[config.mk]
export PLATFORM = sky130hd
export DESIGN_NAME = acc_regs
export DESIGN_NICKNAME = d
export VERILOG_FILES = /design/src/verilog/acc_pkg.sv /design/src/verilog/acc_regs.sv /design/src/verilog/acc_loop.sv
export VERILOG_INCLUDE_DIRS = /design/src /design/src/verilog
export SDC_FILE = /design/constraint.sdc
export NUM_CORES = 1
export LEC_CHECK = 0
export ABC_AREA = 0
export BUFFER_PORTS_ARGS = -buffer_cell sky130_fd_sc_hd__buf_4
export CAP_MARGIN = 30
export CORE_MARGIN = 8
export CORE_UTILIZATION = 30
export DETAILED_ROUTE_END_ITERATION = 10
export GPL_TIMING_DRIVEN = 0
export PLACE_DENSITY = 0.49
export SYNTH_ARGS = -nofsm -noshare
export SYNTH_HDL_FRONTEND = slang
export SYNTH_SLANG_ARGS = --single-unit
[constraint.sdc]
create_clock -name CLOCK_I -period 4.5 [get_ports CLOCK_I]
set_input_delay 0.675 -clock CLOCK_I [delete_from_list [all_inputs] [get_ports CLOCK_I]]
set_output_delay 0.675 -clock CLOCK_I [all_outputs]
set_load 0.02 [all_outputs]
[src/verilog/acc_cfg.svh]
// Register offsets, field positions, reset values and timing counts of the codec control page.
`ifndef ACC_CFG_SVH
`define ACC_CFG_SVH

// Register indices; the byte address is four times the index.
`define ACC_IDX_FORMAT 6'h00
`define ACC_IDX_GAIN 6'h01
`define ACC_IDX_VOLUME 6'h02

// Reset values and writable-bit masks.
`define ACC_RST_FORMAT 16'h0000
`define ACC_RST_GAIN 16'hff00
`define ACC_RST_VOLUME 16'hffff
`define ACC_WMASK_FORMAT 16'hcf3f
`define ACC_WMASK_GAIN 16'hffff
`define ACC_WMASK_VOLUME 16'hffff

// Field positions in the format/rate register.
`define ACC_HPF_MSB 15
`define ACC_HPF_LSB 14
`define ACC_WSZ_MSB 11
`define ACC_WSZ_LSB 10
`define ACC_FRM_MSB 9
`define ACC_FRM_LSB 8
`define ACC_PDIV_MSB 5
`define ACC_PDIV_LSB 3
`define ACC_RDIV_MSB 2
`define ACC_RDIV_LSB 0

// Field positions in the input gain register.
`define ACC_HMUTE_BIT 15
`define ACC_HGAIN_MSB 14
`define ACC_HGAIN_LSB 8
`define ACC_TGT_MSB 7
`define ACC_TGT_LSB 5
`define ACC_TC_MSB 4
`define ACC_TC_LSB 1
`define ACC_LOOP_EN_BIT 0

// Field positions in the playback volume register.
`define ACC_LMUTE_BIT 15
`define ACC_LATT_MSB 14
`define ACC_LATT_LSB 8
`define ACC_RMUTE_BIT 7
`define ACC_RATT_MSB 6
`define ACC_RATT_LSB 0

// Serial word sizes in bits.
`define ACC_WORD_16 6'h10
`define ACC_WORD_20 6'h14
`define ACC_WORD_24 6'h18
`define ACC_WORD_32 6'h20

// Rate dividers expressed in half steps (divider times two).
`define ACC_HDIV_0 4'h2
`define ACC_HDIV_1 4'h3
`define ACC_HDIV_2 4'h4
`define ACC_HDIV_3 4'h6
`define ACC_HDIV_4 4'h8
`define ACC_HDIV_5 4'ha
`define ACC_HDIV_6 4'hb
`define ACC_HDIV_7 4'hc

// Loop targets in signed half-dB steps.
`define ACC_TGT_0 8'hf5
`define ACC_TGT_1 8'hf0
`define ACC_TGT_2 8'hec
`define ACC_TGT_3 8'he8
`define ACC_TGT_4 8'he4
`define ACC_TGT_5 8'hde
`define ACC_TGT_6 8'hd8
`define ACC_TGT_7 8'hd0

// Loop gain limits in signed half-dB steps.
`define ACC_GAIN_MIN 8'he8
`define ACC_GAIN_MAX 8'h77

// Attack and decay times in milliseconds.
`define ACC_ATK_0_MS 9'h008
`define ACC_ATK_1_MS 9'h00b
`define ACC_ATK_2_MS 9'h010
`define ACC_ATK_3_MS 9'h014
`define ACC_DCY_0_MS 9'h064
`define ACC_DCY_1_MS 9'h0c8
`define ACC_DCY_2_MS 9'h190
`define ACC_DCY_3_MS 9'h1f4

// Clock period and one millisecond, both in ns.
`define ACC_CLK_PERIOD_NS 5
`define ACC_MS_NS 1000000
`define ACC_MS_CYCLES (`ACC_MS_NS / `ACC_CLK_PERIOD_NS)

`endif

[src/verilog/acc_pkg.sv]
// Types and decode helpers of the codec control page.
package acc_pkg;
`include "acc_cfg.svh"

  typedef enum logic [1:0] {
    ACC_FRM_I2S = 2'b00,
    ACC_FRM_DSP = 2'b01,
    ACC_FRM_RJ = 2'b10,
    ACC_FRM_LJ = 2'b11
  } acc_framing_t;

  typedef enum logic [1:0] {
    ACC_HPF_OFF = 2'b00,
    ACC_HPF_0045 = 2'b01,
    ACC_HPF_0125 = 2'b10,
    ACC_HPF_0250 = 2'b11
  } acc_hpf_t;

  function automatic logic [5:0] acc_word_bits(input logic [1:0] code);
    case (code)
      2'h0: acc_word_bits = `ACC_WORD_16;
      2'h1: acc_word_bits = `ACC_WORD_20;
      2'h2: acc_word_bits = `ACC_WORD_24;
      default: acc_word_bits = `ACC_WORD_32;
    endcase
  endfunction

  function automatic logic [3:0] acc_half_div(input logic [2:0] code);
    case (code)
      3'h0: acc_half_div = `ACC_HDIV_0;
      3'h1: acc_half_div = `ACC_HDIV_1;
      3'h2: acc_half_div = `ACC_HDIV_2;
      3'h3: acc_half_div = `ACC_HDIV_3;
      3'h4: acc_half_div = `ACC_HDIV_4;
      3'h5: acc_half_div = `ACC_HDIV_5;
      3'h6: acc_half_div = `ACC_HDIV_6;
      default: acc_half_div = `ACC_HDIV_7;
    endcase
  endfunction
endpackage

[src/verilog/acc_regs.sv]
// APB register page for codec format, input gain loop and playback volume.
//
// The APB interface to the registers was chosen for this implementation.
`timescale 1ns/10ps
`include "acc_cfg.svh"

// Function
// - Two-bit record high-pass select: off, or corner 0.0045, 0.0125, 0.025 Fs.
// - Word size field selects 16, 20, 24 or 32 bits; reset is 16.
// - Framing field selects I2S, DSP, right- or left-justified; reset is I2S.
// - Playback rate divider codes select reference divided by 1 to 6.
// - Record rate divider uses the same divider set.
// - Headset input mute silences the input; it resets set.
// - Headset gain runs 0 to 63.5 dB in half-dB steps; reset is maximum.
// - With the loop on, mute plus gain reads back the loop's applied gain.
// - That readback is a signed half-dB code from +59.5 to -12 dB.
// - Target field sets the loop's aimed output level, -5.5 to -24 dB.
// - Time constant field sets attack and decay, independent of sample rate.
// - Loop enable hands the amplifier from written fields to the loop; reset clear.
// - Left playback mute silences the left channel; it resets set.
// - Left attenuation runs 0 to -63.5 dB in half-dB steps; reset maximum.
// - Right playback mute silences the right channel; it resets set.
// - Right attenuation runs 0 to -63.5 dB in half-dB steps; reset maximum.
module acc_regs import acc_pkg::*; #(
  parameter int MS_CYCLES = `ACC_MS_CYCLES
) (
  // Clock and reset.
  input wire logic CLOCK_I,
  input wire logic RST_I,
  // APB slave.
  input wire logic PSEL_I,
  input wire logic PENABLE_I,
  input wire logic PWRITE_I,
  input wire logic [7:0] PADDR_I,
  input wire logic [31:0] PWDATA_I,
  output logic [31:0] PRDATA_O,
  output logic PREADY_O,
  output logic PSLVERR_O,
  // Measured record level for the gain loop, signed half-dB.
  input wire logic LEVEL_VALID_I,
  input wire logic [7:0] LEVEL_I,
  // Record path and serial format controls.
  output logic [1:0] RECORD_HIGHPASS_SELECT_O,
  output logic [1:0] SERIAL_WORD_SIZE_O,
  output logic [5:0] SERIAL_WORD_BITS_O,
  output logic [1:0] SERIAL_FRAMING_FORMAT_O,
  output logic [2:0] PLAYBACK_RATE_DIVIDER_O,
  output logic [3:0] PLAYBACK_HALF_DIVIDER_O,
  output logic [2:0] RECORD_RATE_DIVIDER_O,
  output logic [3:0] RECORD_HALF_DIVIDER_O,
  // Headset/aux input amplifier.
  output logic HEADSET_AMP_MUTE_O,
  output logic [7:0] HEADSET_AMP_GAIN_O,
  output logic HEADSET_LOOP_ENABLE_O,
  // Playback channels.
  output logic LEFT_PLAYBACK_MUTE_O,
  output logic [6:0] LEFT_PLAYBACK_ATTENUATION_O,
  output logic RIGHT_PLAYBACK_MUTE_O,
  output logic [6:0] RIGHT_PLAYBACK_ATTENUATION_O
);
  logic [15:0] format_reg, format_next;
  logic [15:0] gain_reg, gain_next;
  logic [15:0] volume_reg, volume_next;
  logic [31:0] prdata_reg, prdata_next;
  logic pready_reg, pready_next;
  logic pslverr_reg, pslverr_next;
  logic [5:0] word_bits_reg, word_bits_next;
  logic [3:0] pdiv_reg, pdiv_next;
  logic [3:0] rdiv_reg, rdiv_next;
  logic amp_mute_reg, amp_mute_next;
  logic [7:0] amp_gain_reg, amp_gain_next;
  logic [7:0] loop_gain;
  logic [7:0] written_gain;
  logic loop_en;
  logic access;
  logic done;
  logic aligned;
  logic hit_format;
  logic hit_gain;
  logic hit_volume;
  logic mapped;
  logic [15:0] wdata;
  logic [15:0] rd_gain;

  assign loop_en = gain_reg[`ACC_LOOP_EN_BIT];
  assign written_gain = {1'b0, gain_reg[`ACC_HGAIN_MSB:`ACC_HGAIN_LSB]};

  // The answer comes one cycle into the access phase; the slave then releases it.
  assign access = PSEL_I && PENABLE_I && !pready_reg;
  assign done = PSEL_I && PENABLE_I && pready_reg;
  assign aligned = (PADDR_I[1:0] == 2'h0);
  assign hit_format = aligned && (PADDR_I[7:2] == `ACC_IDX_FORMAT);
  assign hit_gain = aligned && (PADDR_I[7:2] == `ACC_IDX_GAIN);
  assign hit_volume = aligned && (PADDR_I[7:2] == `ACC_IDX_VOLUME);
  assign mapped = hit_format || hit_gain || hit_volume;
  assign wdata = PWDATA_I[15:0];

  // With the loop on, the mute and gain positions carry the applied loop gain.
  always_comb begin
    rd_gain = gain_reg;
    if (loop_en) begin
      rd_gain[15:8] = loop_gain;
    end
  end

  acc_loop #(
    .MS_CYCLES(MS_CYCLES)
  ) u_loop (
    .clk_i(CLOCK_I),
    .rst_i(RST_I),
    .enable_i(loop_en),
    .start_gain_i(written_gain),
    .target_i(gain_reg[`ACC_TGT_MSB:`ACC_TGT_LSB]),
    .tc_i(gain_reg[`ACC_TC_MSB:`ACC_TC_LSB]),
    .level_valid_i(LEVEL_VALID_I),
    .level_i(LEVEL_I),
    .gain_o(loop_gain)
  );

  // Bus answer and register writes.
  always_comb begin
    prdata_next = prdata_reg;
    pready_next = 1'b0;
    pslverr_next = 1'b0;
    format_next = format_reg;
    gain_next = gain_reg;
    volume_next = volume_reg;
    if (access) begin
      pready_next = 1'b1;
      pslverr_next = !mapped;
      prdata_next = 32'h0;
      if (!PWRITE_I) begin
        if (hit_format) begin
          prdata_next = {16'h0, format_reg & `ACC_WMASK_FORMAT};
        end else if (hit_gain) begin
          prdata_next = {16'h0, rd_gain};
        end else if (hit_volume) begin
          prdata_next = {16'h0, volume_reg};
        end
      end
    end
    if (done && PWRITE_I) begin
      if (hit_format) begin
        format_next = wdata & `ACC_WMASK_FORMAT;
      end
      if (hit_gain) begin
        gain_next = wdata & `ACC_WMASK_GAIN;
      end
      if (hit_volume) begin
        volume_next = wdata & `ACC_WMASK_VOLUME;
      end
    end
  end

  // Derived controls: word size and dividers come from the next format value, the amplifier from the current gain register.
  always_comb begin
    word_bits_next = acc_word_bits(format_next[`ACC_WSZ_MSB:`ACC_WSZ_LSB]);
    pdiv_next = acc_half_div(format_next[`ACC_PDIV_MSB:`ACC_PDIV_LSB]);
    rdiv_next = acc_half_div(format_next[`ACC_RDIV_MSB:`ACC_RDIV_LSB]);
    if (gain_reg[`ACC_LOOP_EN_BIT]) begin
      amp_mute_next = 1'b0;
      amp_gain_next = loop_gain;
    end else begin
      amp_mute_next = gain_reg[`ACC_HMUTE_BIT];
      amp_gain_next = written_gain;
    end
  end

  always_ff @(posedge CLOCK_I or posedge RST_I) begin
    if (RST_I) begin
      format_reg <= `ACC_RST_FORMAT;
      gain_reg <= `ACC_RST_GAIN;
      volume_reg <= `ACC_RST_VOLUME;
      prdata_reg <= 32'h0;
      pready_reg <= 1'b0;
      pslverr_reg <= 1'b0;
      word_bits_reg <= `ACC_WORD_16;
      pdiv_reg <= `ACC_HDIV_0;
      rdiv_reg <= `ACC_HDIV_0;
      amp_mute_reg <= 1'b1;
      amp_gain_reg <= 8'h7f;
    end else begin
      format_reg <= format_next;
      gain_reg <= gain_next;
      volume_reg <= volume_next;
      prdata_reg <= prdata_next;
      pready_reg <= pready_next;
      pslverr_reg <= pslverr_next;
      word_bits_reg <= word_bits_next;
      pdiv_reg <= pdiv_next;
      rdiv_reg <= rdiv_next;
      amp_mute_reg <= amp_mute_next;
      amp_gain_reg <= amp_gain_next;
    end
  end

  assign PRDATA_O = prdata_reg;
  assign PREADY_O = pready_reg;
  assign PSLVERR_O = pslverr_reg;
  assign RECORD_HIGHPASS_SELECT_O = format_reg[`ACC_HPF_MSB:`ACC_HPF_LSB];
  assign SERIAL_WORD_SIZE_O = format_reg[`ACC_WSZ_MSB:`ACC_WSZ_LSB];
  assign SERIAL_WORD_BITS_O = word_bits_reg;
  assign SERIAL_FRAMING_FORMAT_O = format_reg[`ACC_FRM_MSB:`ACC_FRM_LSB];
  assign PLAYBACK_RATE_DIVIDER_O = format_reg[`ACC_PDIV_MSB:`ACC_PDIV_LSB];
  assign PLAYBACK_HALF_DIVIDER_O = pdiv_reg;
  assign RECORD_RATE_DIVIDER_O = format_reg[`ACC_RDIV_MSB:`ACC_RDIV_LSB];
  assign RECORD_HALF_DIVIDER_O = rdiv_reg;
  assign HEADSET_AMP_MUTE_O = amp_mute_reg;
  assign HEADSET_AMP_GAIN_O = amp_gain_reg;
  assign HEADSET_LOOP_ENABLE_O = gain_reg[`ACC_LOOP_EN_BIT];
  assign LEFT_PLAYBACK_MUTE_O = volume_reg[`ACC_LMUTE_BIT];
  assign LEFT_PLAYBACK_ATTENUATION_O = volume_reg[`ACC_LATT_MSB:`ACC_LATT_LSB];
  assign RIGHT_PLAYBACK_MUTE_O = volume_reg[`ACC_RMUTE_BIT];
  assign RIGHT_PLAYBACK_ATTENUATION_O = volume_reg[`ACC_RATT_MSB:`ACC_RATT_LSB];

  property p_word_bits;
    @(posedge CLOCK_I) disable iff (RST_I)
    SERIAL_WORD_SIZE_O == 2'h1 |-> SERIAL_WORD_BITS_O == 6'h14;
  endproperty
  a_word_bits: assert property (p_word_bits) else $error("Word size decode wrong.");

  property p_play_div;
    @(posedge CLOCK_I) disable iff (RST_I)
    PLAYBACK_RATE_DIVIDER_O == 3'h6 |-> PLAYBACK_HALF_DIVIDER_O == 4'hb;
  endproperty
  a_play_div: assert property (p_play_div) else $error("Playback divider wrong.");

  property p_rec_div;
    @(posedge CLOCK_I) disable iff (RST_I)
    RECORD_RATE_DIVIDER_O == 3'h1 |-> RECORD_HALF_DIVIDER_O == 4'h3;
  endproperty
  a_rec_div: assert property (p_rec_div) else $error("Record divider wrong.");

  property p_manual_amp;
    @(posedge CLOCK_I) disable iff (RST_I)
    !HEADSET_LOOP_ENABLE_O && $past(!HEADSET_LOOP_ENABLE_O) |=>
      HEADSET_AMP_MUTE_O == $past(gain_reg[15]) && HEADSET_AMP_GAIN_O == $past(written_gain);
  endproperty
  a_manual_amp: assert property (p_manual_amp) else $error("Amp not under fields.");

  property p_loop_read;
    @(posedge CLOCK_I) disable iff (RST_I)
    access && !PWRITE_I && hit_gain && loop_en |=> PRDATA_O[15:8] == $past(loop_gain);
  endproperty
  a_loop_read: assert property (p_loop_read) else $error("Loop gain not read back.");

  property p_reserved_zero;
    @(posedge CLOCK_I) disable iff (RST_I)
    access && !PWRITE_I && hit_format |=>
      PRDATA_O[13:12] == 2'h0 && PRDATA_O[7:6] == 2'h0 && PRDATA_O[31:16] == 16'h0;
  endproperty
  a_reserved_zero: assert property (p_reserved_zero) else $error("Reserved bits set.");

  property p_left_mute;
    @(posedge CLOCK_I) disable iff (RST_I)
    done && PWRITE_I && hit_volume |=> LEFT_PLAYBACK_MUTE_O == $past(PWDATA_I[15]);
  endproperty
  a_left_mute: assert property (p_left_mute) else $error("Left mute not written.");

  property p_right_mute;
    @(posedge CLOCK_I) disable iff (RST_I)
    done && PWRITE_I && hit_volume |=>
      RIGHT_PLAYBACK_MUTE_O == $past(PWDATA_I[7]) &&
      RIGHT_PLAYBACK_ATTENUATION_O == $past(PWDATA_I[6:0]);
  endproperty
  a_right_mute: assert property (p_right_mute) else $error("Right channel not written.");

  property p_ready_pulse;
    @(posedge CLOCK_I) disable iff (RST_I)
    PREADY_O |=> !PREADY_O;
  endproperty
  a_ready_pulse: assert property (p_ready_pulse) else $error("Ready held too long.");

  property p_ready_answer;
    @(posedge CLOCK_I) disable iff (RST_I)
    access |=> PREADY_O;
  endproperty
  a_ready_answer: assert property (p_ready_answer) else $error("No answer after one wait.");

  property p_bad_addr;
    @(posedge CLOCK_I) disable iff (RST_I)
    access && !mapped |=> PSLVERR_O && PRDATA_O == 32'h0;
  endproperty
  a_bad_addr: assert property (p_bad_addr) else $error("Unmapped access not refused.");

  property p_hpf_write;
    @(posedge CLOCK_I) disable iff (RST_I)
    done && PWRITE_I && hit_format |=> RECORD_HIGHPASS_SELECT_O == $past(PWDATA_I[15:14]);
  endproperty
  a_hpf_write: assert property (p_hpf_write) else $error("Highpass not written.");

  property p_word_write;
    @(posedge CLOCK_I) disable iff (RST_I)
    done && PWRITE_I && hit_format |=> SERIAL_WORD_SIZE_O == $past(PWDATA_I[11:10]);
  endproperty
  a_word_write: assert property (p_word_write) else $error("Word size not written.");

  property p_word_max;
    @(posedge CLOCK_I) disable iff (RST_I)
    SERIAL_WORD_SIZE_O == 2'h3 |-> SERIAL_WORD_BITS_O == 6'h20;
  endproperty
  a_word_max: assert property (p_word_max) else $error("Long word decode wrong.");

  property p_framing_write;
    @(posedge CLOCK_I) disable iff (RST_I)
    done && PWRITE_I && hit_format |=> SERIAL_FRAMING_FORMAT_O == $past(PWDATA_I[9:8]);
  endproperty
  a_framing_write: assert property (p_framing_write) else $error("Framing not written.");

  property p_play_div_low;
    @(posedge CLOCK_I) disable iff (RST_I)
    PLAYBACK_RATE_DIVIDER_O == 3'h1 |-> PLAYBACK_HALF_DIVIDER_O == 4'h3;
  endproperty
  a_play_div_low: assert property (p_play_div_low) else $error("Playback divider wrong.");

  property p_rec_div_high;
    @(posedge CLOCK_I) disable iff (RST_I)
    RECORD_RATE_DIVIDER_O == 3'h7 |-> RECORD_HALF_DIVIDER_O == 4'hc;
  endproperty
  a_rec_div_high: assert property (p_rec_div_high) else $error("Record divider wrong.");

  property p_loop_en_write;
    @(posedge CLOCK_I) disable iff (RST_I)
    done && PWRITE_I && hit_gain |=> HEADSET_LOOP_ENABLE_O == $past(PWDATA_I[0]);
  endproperty
  a_loop_en_write: assert property (p_loop_en_write) else $error("Loop enable not written.");

  property p_loop_unmute;
    @(posedge CLOCK_I) disable iff (RST_I)
    HEADSET_LOOP_ENABLE_O |=> !HEADSET_AMP_MUTE_O;
  endproperty
  a_loop_unmute: assert property (p_loop_unmute) else $error("Amp muted under loop.");

  property p_loop_amp;
    @(posedge CLOCK_I) disable iff (RST_I)
    HEADSET_LOOP_ENABLE_O |=> HEADSET_AMP_GAIN_O == $past(loop_gain);
  endproperty
  a_loop_amp: assert property (p_loop_amp) else $error("Amp not under loop.");

  property p_left_att;
    @(posedge CLOCK_I) disable iff (RST_I)
    done && PWRITE_I && hit_volume |=> LEFT_PLAYBACK_ATTENUATION_O == $past(PWDATA_I[14:8]);
  endproperty
  a_left_att: assert property (p_left_att) else $error("Left volume not written.");
endmodule

[src/verilog/acc_loop.sv]
// Automatic gain loop for the headset/aux input amplifier.
`timescale 1ns/10ps
`include "acc_cfg.svh"
module acc_loop import acc_pkg::*; #(
  parameter int MS_CYCLES = `ACC_MS_CYCLES
) (
  input wire logic clk_i,
  input wire logic rst_i,
  input wire logic enable_i,
  input wire logic [7:0] start_gain_i,
  input wire logic [2:0] target_i,
  input wire logic [3:0] tc_i,
  input wire logic level_valid_i,
  input wire logic [7:0] level_i,
  output logic [7:0] gain_o
);
  logic [31:0] tick_reg, tick_next;
  logic [8:0] ms_reg, ms_next;
  logic [7:0] gain_reg, gain_next;
  logic [7:0] level_reg, level_next;
  logic [7:0] target;
  logic [8:0] attack_ms;
  logic [8:0] decay_ms;
  logic ms_tick;

  assign gain_o = gain_reg;

  always_comb begin
    case (target_i)
      3'h0: target = `ACC_TGT_0;
      3'h1: target = `ACC_TGT_1;
      3'h2: target = `ACC_TGT_2;
      3'h3: target = `ACC_TGT_3;
      3'h4: target = `ACC_TGT_4;
      3'h5: target = `ACC_TGT_5;
      3'h6: target = `ACC_TGT_6;
      default: target = `ACC_TGT_7;
    endcase
    case (tc_i[1:0])
      2'h0: attack_ms = `ACC_ATK_0_MS;
      2'h1: attack_ms = `ACC_ATK_1_MS;
      2'h2: attack_ms = `ACC_ATK_2_MS;
      default: attack_ms = `ACC_ATK_3_MS;
    endcase
    case (tc_i[3:2])
      2'h0: decay_ms = `ACC_DCY_0_MS;
      2'h1: decay_ms = `ACC_DCY_1_MS;
      2'h2: decay_ms = `ACC_DCY_2_MS;
      default: decay_ms = `ACC_DCY_3_MS;
    endcase
  end

  // Steps are timed in milliseconds of the system clock, so the loop is rate independent.
  always_comb begin
    ms_tick = (tick_reg == 32'(MS_CYCLES - 1));
    tick_next = ms_tick ? 32'h0 : tick_reg + 32'h1;
    ms_next = ms_tick ? ms_reg + 9'h1 : ms_reg;
    gain_next = gain_reg;
    level_next = level_valid_i ? level_i : level_reg;
    if (!enable_i) begin
      tick_next = 32'h0;
      ms_next = 9'h0;
      // Written codes above +59.5 dB start the loop at its ceiling.
      gain_next = ($signed(start_gain_i) > $signed(`ACC_GAIN_MAX)) ? `ACC_GAIN_MAX : start_gain_i;
      level_next = target;
    end else if ($signed(level_reg) > $signed(target)) begin
      if (ms_reg >= attack_ms) begin
        ms_next = 9'h0;
        if ($signed(gain_reg) > $signed(`ACC_GAIN_MIN)) begin
          gain_next = gain_reg - 8'h1;
        end
      end
    end else if ($signed(level_reg) < $signed(target)) begin
      if (ms_reg >= decay_ms) begin
        ms_next = 9'h0;
        if ($signed(gain_reg) < $signed(`ACC_GAIN_MAX)) begin
          gain_next = gain_reg + 8'h1;
        end
      end
    end else begin
      ms_next = 9'h0;
    end
  end

  always_ff @(posedge clk_i or posedge rst_i) begin
    if (rst_i) begin
      tick_reg <= 32'h0;
      ms_reg <= 9'h0;
      gain_reg <= `ACC_GAIN_MAX;
      level_reg <= 8'h0;
    end else begin
      tick_reg <= tick_next;
      ms_reg <= ms_next;
      gain_reg <= gain_next;
      level_reg <= level_next;
    end
  end

  property p_loop_range;
    @(posedge clk_i) disable iff (rst_i)
    enable_i && $past(enable_i) |->
      $signed(gain_reg) >= $signed(`ACC_GAIN_MIN) && $signed(gain_reg) <= $signed(`ACC_GAIN_MAX);
  endproperty
  a_loop_range: assert property (p_loop_range) else $error("Loop gain out of range.");

  property p_target_map;
    @(posedge clk_i) disable iff (rst_i)
    target_i == 3'h7 |-> target == 8'hd0;
  endproperty
  a_target_map: assert property (p_target_map) else $error("Target table wrong.");
endmodule

# After elaboration in Yosys (flattened, before gate mapping)
# Cells that the tools add are included.
# W data, S select, Z words.
[classes] reduce_logical=23 div=0 eq_ne=33 n_bitwise=0 order_cmp=7 add_sub_neg=4 mul=0 n_shift=0 muxes=35
[op_table] operator="$mux W8" n=11
[op_table] operator="$mux W16" n=4
[op_table] operator="$mux W32" n=2
[op_table] operator="$pmux W4 S7" n=2
[op_table] operator="$mux W9" n=6
[op_table] operator="$pmux W6 S7" n=1
[op_table] operator="$add A32 B1 Y32 const B" n=1
[op_table] operator="$eq A32 B18 Y1 const B" n=1
[op_table] operator="$eq A3 B3 Y1 const B" n=9
[op_table] operator="$pmux W9 S3" n=1
[op_table] operator="$mux W12" n=2
[op_table] operator="$eq A3 B2 Y1 const B" n=6
[op_table] operator="$pmux W6 S3" n=1
[op_table] operator="$pmux W5 S3" n=1
[op_table] operator="$add A9 B1 Y9 const B" n=1
[op_table] operator="$eq A3 B1 Y1 const B" n=3
[op_table] operator="$ge A9 B5 Y1" n=1
[op_table] operator="$ge A9 B9 Y1" n=1
[op_table] operator="$logic_not A3 Y1" n=3
[op_table] operator="$ne A3 B1 Y1 const B" n=3
[op_table] operator="$add A8 B1 Y8 const B" n=1
[op_table] operator="$gt A8 B6 Y1 const B" n=1
[op_table] operator="$gt A8 B7 Y1" n=1
[op_table] operator="$logic_not A2 Y1" n=4
[op_table] operator="18 further kinds" n=35
[word_totals] n_memories=0 mem_bits_rw=0 rom_bits=0 ff_bits=158 input_bits=54 latchBits=0 elab_cells=118 output_inout_bits=86

# Longest topological paths before layout
[depth] depth_word=7 depth_mapped=16 mapped_depth_nobuf=15

# By module
# From an unflattened synthesis, not the netlist that was laid out.
[unflattened] cells_unflattened=719 area_unflattened_um2=7495.9
[modules_own_cells] module="acc_regs" n_inst=1 cells_per_inst=314 seq_area_each_um2=2095.8 area_per_inst_um2=3822.4
[modules_own_cells] module="acc_loop" n_inst=1 cells_per_inst=405 seq_area_each_um2=1433.9 area_per_inst_um2=3673.5

# Least setup slack after synthesis
# OpenSTA, ideal clock, no wires.
[synth_path] path_type="reg2reg" from="register gain_reg[6]" to="register u_loop.gain_reg[6] (netlist: u_loop.gain_o[6])" synth_period_minus_slack_ps=3624 stages_incl_launch_ff=16 path_slack_ps=876 setup_time_ps=63 t_arrival_ps=3562 required_ps=4437 n_path_buf=1 cell_sequence="dfrtp_1 -> clkbuf_1 -> mux2_2 -> ha_1 -> a21o_1 -> a221o_1 -> a21oi_4 -> or2_2 -> inv_1 -> ha_1 -> nor2b_1 -> o31a_1 -> o21a_1 -> o21a_1 -> a2111oi_0 -> a311o_1"
[synth_between] elab_chain_len=5 word_cells_on_any_way=18 cone_classes="2 x order compare; 11 x eq/ne; 3 x mux; 2 x reduce/logical"
[synth_lines] element="start: declaration" line_no="acc_regs.sv:62" text="logic [15:0] gain_reg, gain_next;"
[synth_lines] element="start signal: assignment" line_no="acc_regs.sv:172" text="gain_reg <= `ACC_RST_GAIN;"
[synth_lines] element="start signal: assignment" line_no="acc_regs.sv:184" text="gain_reg <= gain_next;"
[synth_lines] element="$eq A3 B3 Y1, or another cell as far along" line_no="acc_loop.sv:29" text="case (target_i)"
[synth_lines] element="$pmux W6 S7 (*)" line_no="acc_loop.sv:29"
[synth_lines] element="$gt A8 B7 Y1 / $lt A8 B7 Y1 (equally long branches)" line_no="acc_loop.sv:66, acc_loop.sv:73"
[synth_lines] element="$ne A3 B3 Y1 (no line), or another cell as far along"
[synth_lines] element="$reduce_and A5 Y1 (no line) / $mux W8 (equally long branches)"
[synth_lines] element="end signal: assignment" line_no="acc_loop.sv:89" text="gain_reg <= `ACC_GAIN_MAX;"
[synth_lines] element="end signal: assignment" line_no="acc_loop.sv:94" text="gain_reg <= gain_next;"
[synth_lines] element="end: declaration" line_no="acc_loop.sv:19" text="logic [7:0] gain_reg, gain_next;"
# Mark *: on every way between the ends. The rest lies on a longest branch, timed or not.
# A chain may end at the register's enable or synchronous reset.

# Worst setup path in the final report
# Ends and elaborated chain as after synthesis.

==> key figures <==
Finish
  • Area grow syn2layout: 25.2%
  • Post-layout nets: 937
  • Fill cells: 2480
  • # diodes: 0
  • Commonest non-fill, non-tap cells in the layout: buf_4 (124), dfrtp_1 (97), nor2_1 (72), nand2_1 (62), mux2_2 (48)
  • Most common cell after layout, fill and taps aside: buf_4
  • Area occupied by multi-input gates: 3480 sq um
  • Max reg flops: 32
  • Final instance area: 9150 sq um
  • Proportion of layout cells with a drive suffix above 1: 0.313
  • Reg area: 3500 sq um

Yosys
  • #FFs+latches synth: 138
  • Yosys warning total: 0
  • Main flop type after synthesis: dfrtp_1
  • Seq/Total Area, Yosys: 0.479
  • Largest cells by area after synthesis: dfrtp_1 (33%), dfstp_2 (15%), mux2_2 (7.4%)
  • Asr flop ratio synth: 1.00
  • Post-synth EDFFs: 0
  • Cell variety after synth: 67
  • Leading area contributor after synthesis: dfrtp_1
  • Area share of the largest cell type after synthesis: 0.332
  • Avg Cell Area, Syn: 10.3 sq um
  • Post-Syn Instances: 710
  • Post-Syn Area: 7310 sq um

STA
  • Unrepaired setup endpoints after global routing: no
  • Minimum clock period: 4.18 ns
  • Max Slew Vio Count: 0
  • Clk_skew: 0.0112 ns
  • Worst slew pin tran: 0.738 ns
  • Rel. slew slack: 0.508
  • Final hold vios: 0
  • Final setup vio count: 0
  • Hold_ws: 0.304 ns
  • Crit share post-route: 0.928
  • Fmax: 0.239 GHz

CTS
  • CTS max path bufs: 2
  • Postcts setup bufs: 0
  • Cts repair resizes: 0
  • CTS H-tree depth: 4
  • Clk sink count: 138
  • TritonCTS clock tree: built
  • Worst-path clk slew: 0.07 ns
  • CTS Buf Count: 17
  • # hold bufs at CTS: 0
  • Root Buffer: clkbuf_16
  • Latest clock arrival within the worst-skew pair: 0.42 ns

GRT
  • Busiest grt layer: met2
  • Global routing usage on met3: 0.0342
  • Met2 usage in global routing: 0.213
  • Maximum number of pins on one net before global-route repair: 87
  • Gr usage total: 0.136
  • Met1 global-route usage: 0.179
  • Number of global-route vias before repair: 5529
  • Global-route wire length before repair: 30800 microns
  • Initial antenna violation count: 0
  • Total grt overflow: 0

Detailed routing
  • Wire per inst: 16.7 microns
  • Iteration-0 DRC Markers: 274
  • Routed wire length: 19800 microns
  • DR vias/cell: 4.70
  • Vias: 5582
  • DRC errors left: 0
  • Drt pass-1 iters: 5
  • ANT nets after route: 0

Power and ir drop
  • PwrDens: 299 nW/um^2
  • Peak supply drop: 0.000217 V
  • P_leak: 4.15 nW
  • Total power: 2.73 mW

Die
  • Core ar.: 24100 sq um
  • Total die area: 29600 sq um
  • Die Ht: 172 microns
  • Row count: 57
  • Initial Util: 0.303
  • DIE WIDTH: 172 microns
  • Ports: 140

Setup path
  • Kind of critical path: reg -> reg
  • R2R Setup Slk: 0.32 ns
  • Required @ worst endpoint: 4.87 ns
  • Critical Path Source Type: register
  • Worst EP arrival: 4.54 ns
  • Worst r2r src: gain_reg[6]$_DFFE_PP0P_
  • Reg2reg path depth: 15
  • FF-to-FF End: u_loop.gain_o[6]$_DFFE_PP1P_
  • Crit Path Max Fanout: 8
  • CP endpoint kind: register

Placed design
  • Port Buffers: 104
  • Dpl cell area: 8590 sq um
  • Gpl congestion: 0.759
  • Detailed Place HPWL: 14800 microns

Run status
  • Outcome: completed

Run
  • Max-Cap Viols: 0

Min path
  • Hold Path Class: in -> async
[metal layers]
metal  wire length [microns]  part of all wire  vias up
met3                    1170             0.059       23
met4                     309             0.016        0
met1                    9030              0.46     2681
met5                       0                 0        -
met2                    9290              0.47      127
li1                        -                 -     2751
[worst max-delay path by stage]
stage	from	to	slack [ns]	depth (start not counted)
2_1_floorplan	RST_I	HEADSET_AMP_GAIN_O[7]$_DFF_PP0_	0.20	1
3_3_place_gp	RST_I	SERIAL_WORD_BITS_O[5]$_DFF_PP0_	-1.80	2
3_5_place_dp	gain_reg[7]$_DFFE_PP0P_	u_loop.gain_o[6]$_DFFE_PP1P_	0.39	14
4_1_cts	gain_reg[7]$_DFFE_PP0P_	u_loop.gain_o[6]$_DFFE_PP1P_	0.36	14
5_1_grt	gain_reg[6]$_DFFE_PP0P_	u_loop.gain_o[6]$_DFFE_PP1P_	0.19	15
6_report	gain_reg[6]$_DFFE_PP0P_	u_loop.gain_o[6]$_DFFE_PP1P_	0.32	15
[stage by stage]
step / setup slack, ns / TNS, ns / util / std cells
after floorplan: 0.197 / 0 / - / 727
after global placement: -1.80 / -183.71 / 0.355 / 1155
after detailed placement: 0.391 / 0 / 0.356 / 1156
after CTS: 0.357 / 0 / 0.380 / 1188
after global routing: 0.192 / 0 / 0.380 / 1188
final: 0.322 / 0 / 0.380 / 1188
[critical path, cell delays in order (launching register included)]
cell,delay [ns]
dfrtp_1,0.36
clkbuf_1,0.21
mux2_2,0.33
ha_1,0.29
a21o_1,0.18
a221o_1,0.37
a21oi_4,0.26
or2_2,0.18
inv_1,0.11
ha_1,0.36
nor2b_1,0.16
o31a_1,0.26
o21a_1,0.19
o21a_1,0.16
a2111oi_0,0.50
a311o_1,0.20
[cell type report]
cell class,count,share of cell area
sequential,138,0.383
clock inverter,15,0.0145
multi-input combinational,507,0.380
inverter,34,0.0145
tap,324,0.0443
clock buffer,17,0.0465
buffer,48,0.0289
timing repair buffer,105,0.0883
[cells in the mapped netlist (3+ instances only)]
master and number:
a21o_1 7, nor2b_1 11, mux2_2 48, xnor2_1 18
nor2_1 72, clkbuf_1 20, nand2b_1 7, nand4_1 14
o211ai_1 4, o2111ai_1 9, o21a_1 4, dfstp_2 41
or2_2 4, nor3b_1 3, nand2_1 62, nor4_1 5
ha_1 31, buf_2 7, nand3_1 18, o221ai_1 5
o21ai_0 33, a21oi_1 19, and4_1 4, xor2_1 27
a211oi_1 9, inv_1 33, or3_1 5, nor3_1 9
dfrtp_1 97, a31oi_1 4, buf_4 20, and3_1 7
mux2i_1 9
[power by group]
part	internal (mW)	total [mW]	switching (mW)
clock	0.725	1.33	0.601
combinational	0.0583	0.156	0.0981
sequential	1.25	1.25	0.00321
[cells by family after synthesis]
family,Yosys count,share of synthesized area
and+or+nand+nor,237,0.160
DFF,138,0.479
AOI/OAI and AO/OA,118,0.111
buffers and inverters,82,0.0536
muxes,57,0.0863
xor gates and xnor gates,45,0.0539
adders and majority gates,32,0.0558
other,1,0.000513
Power figures use the tool's default switching activity.
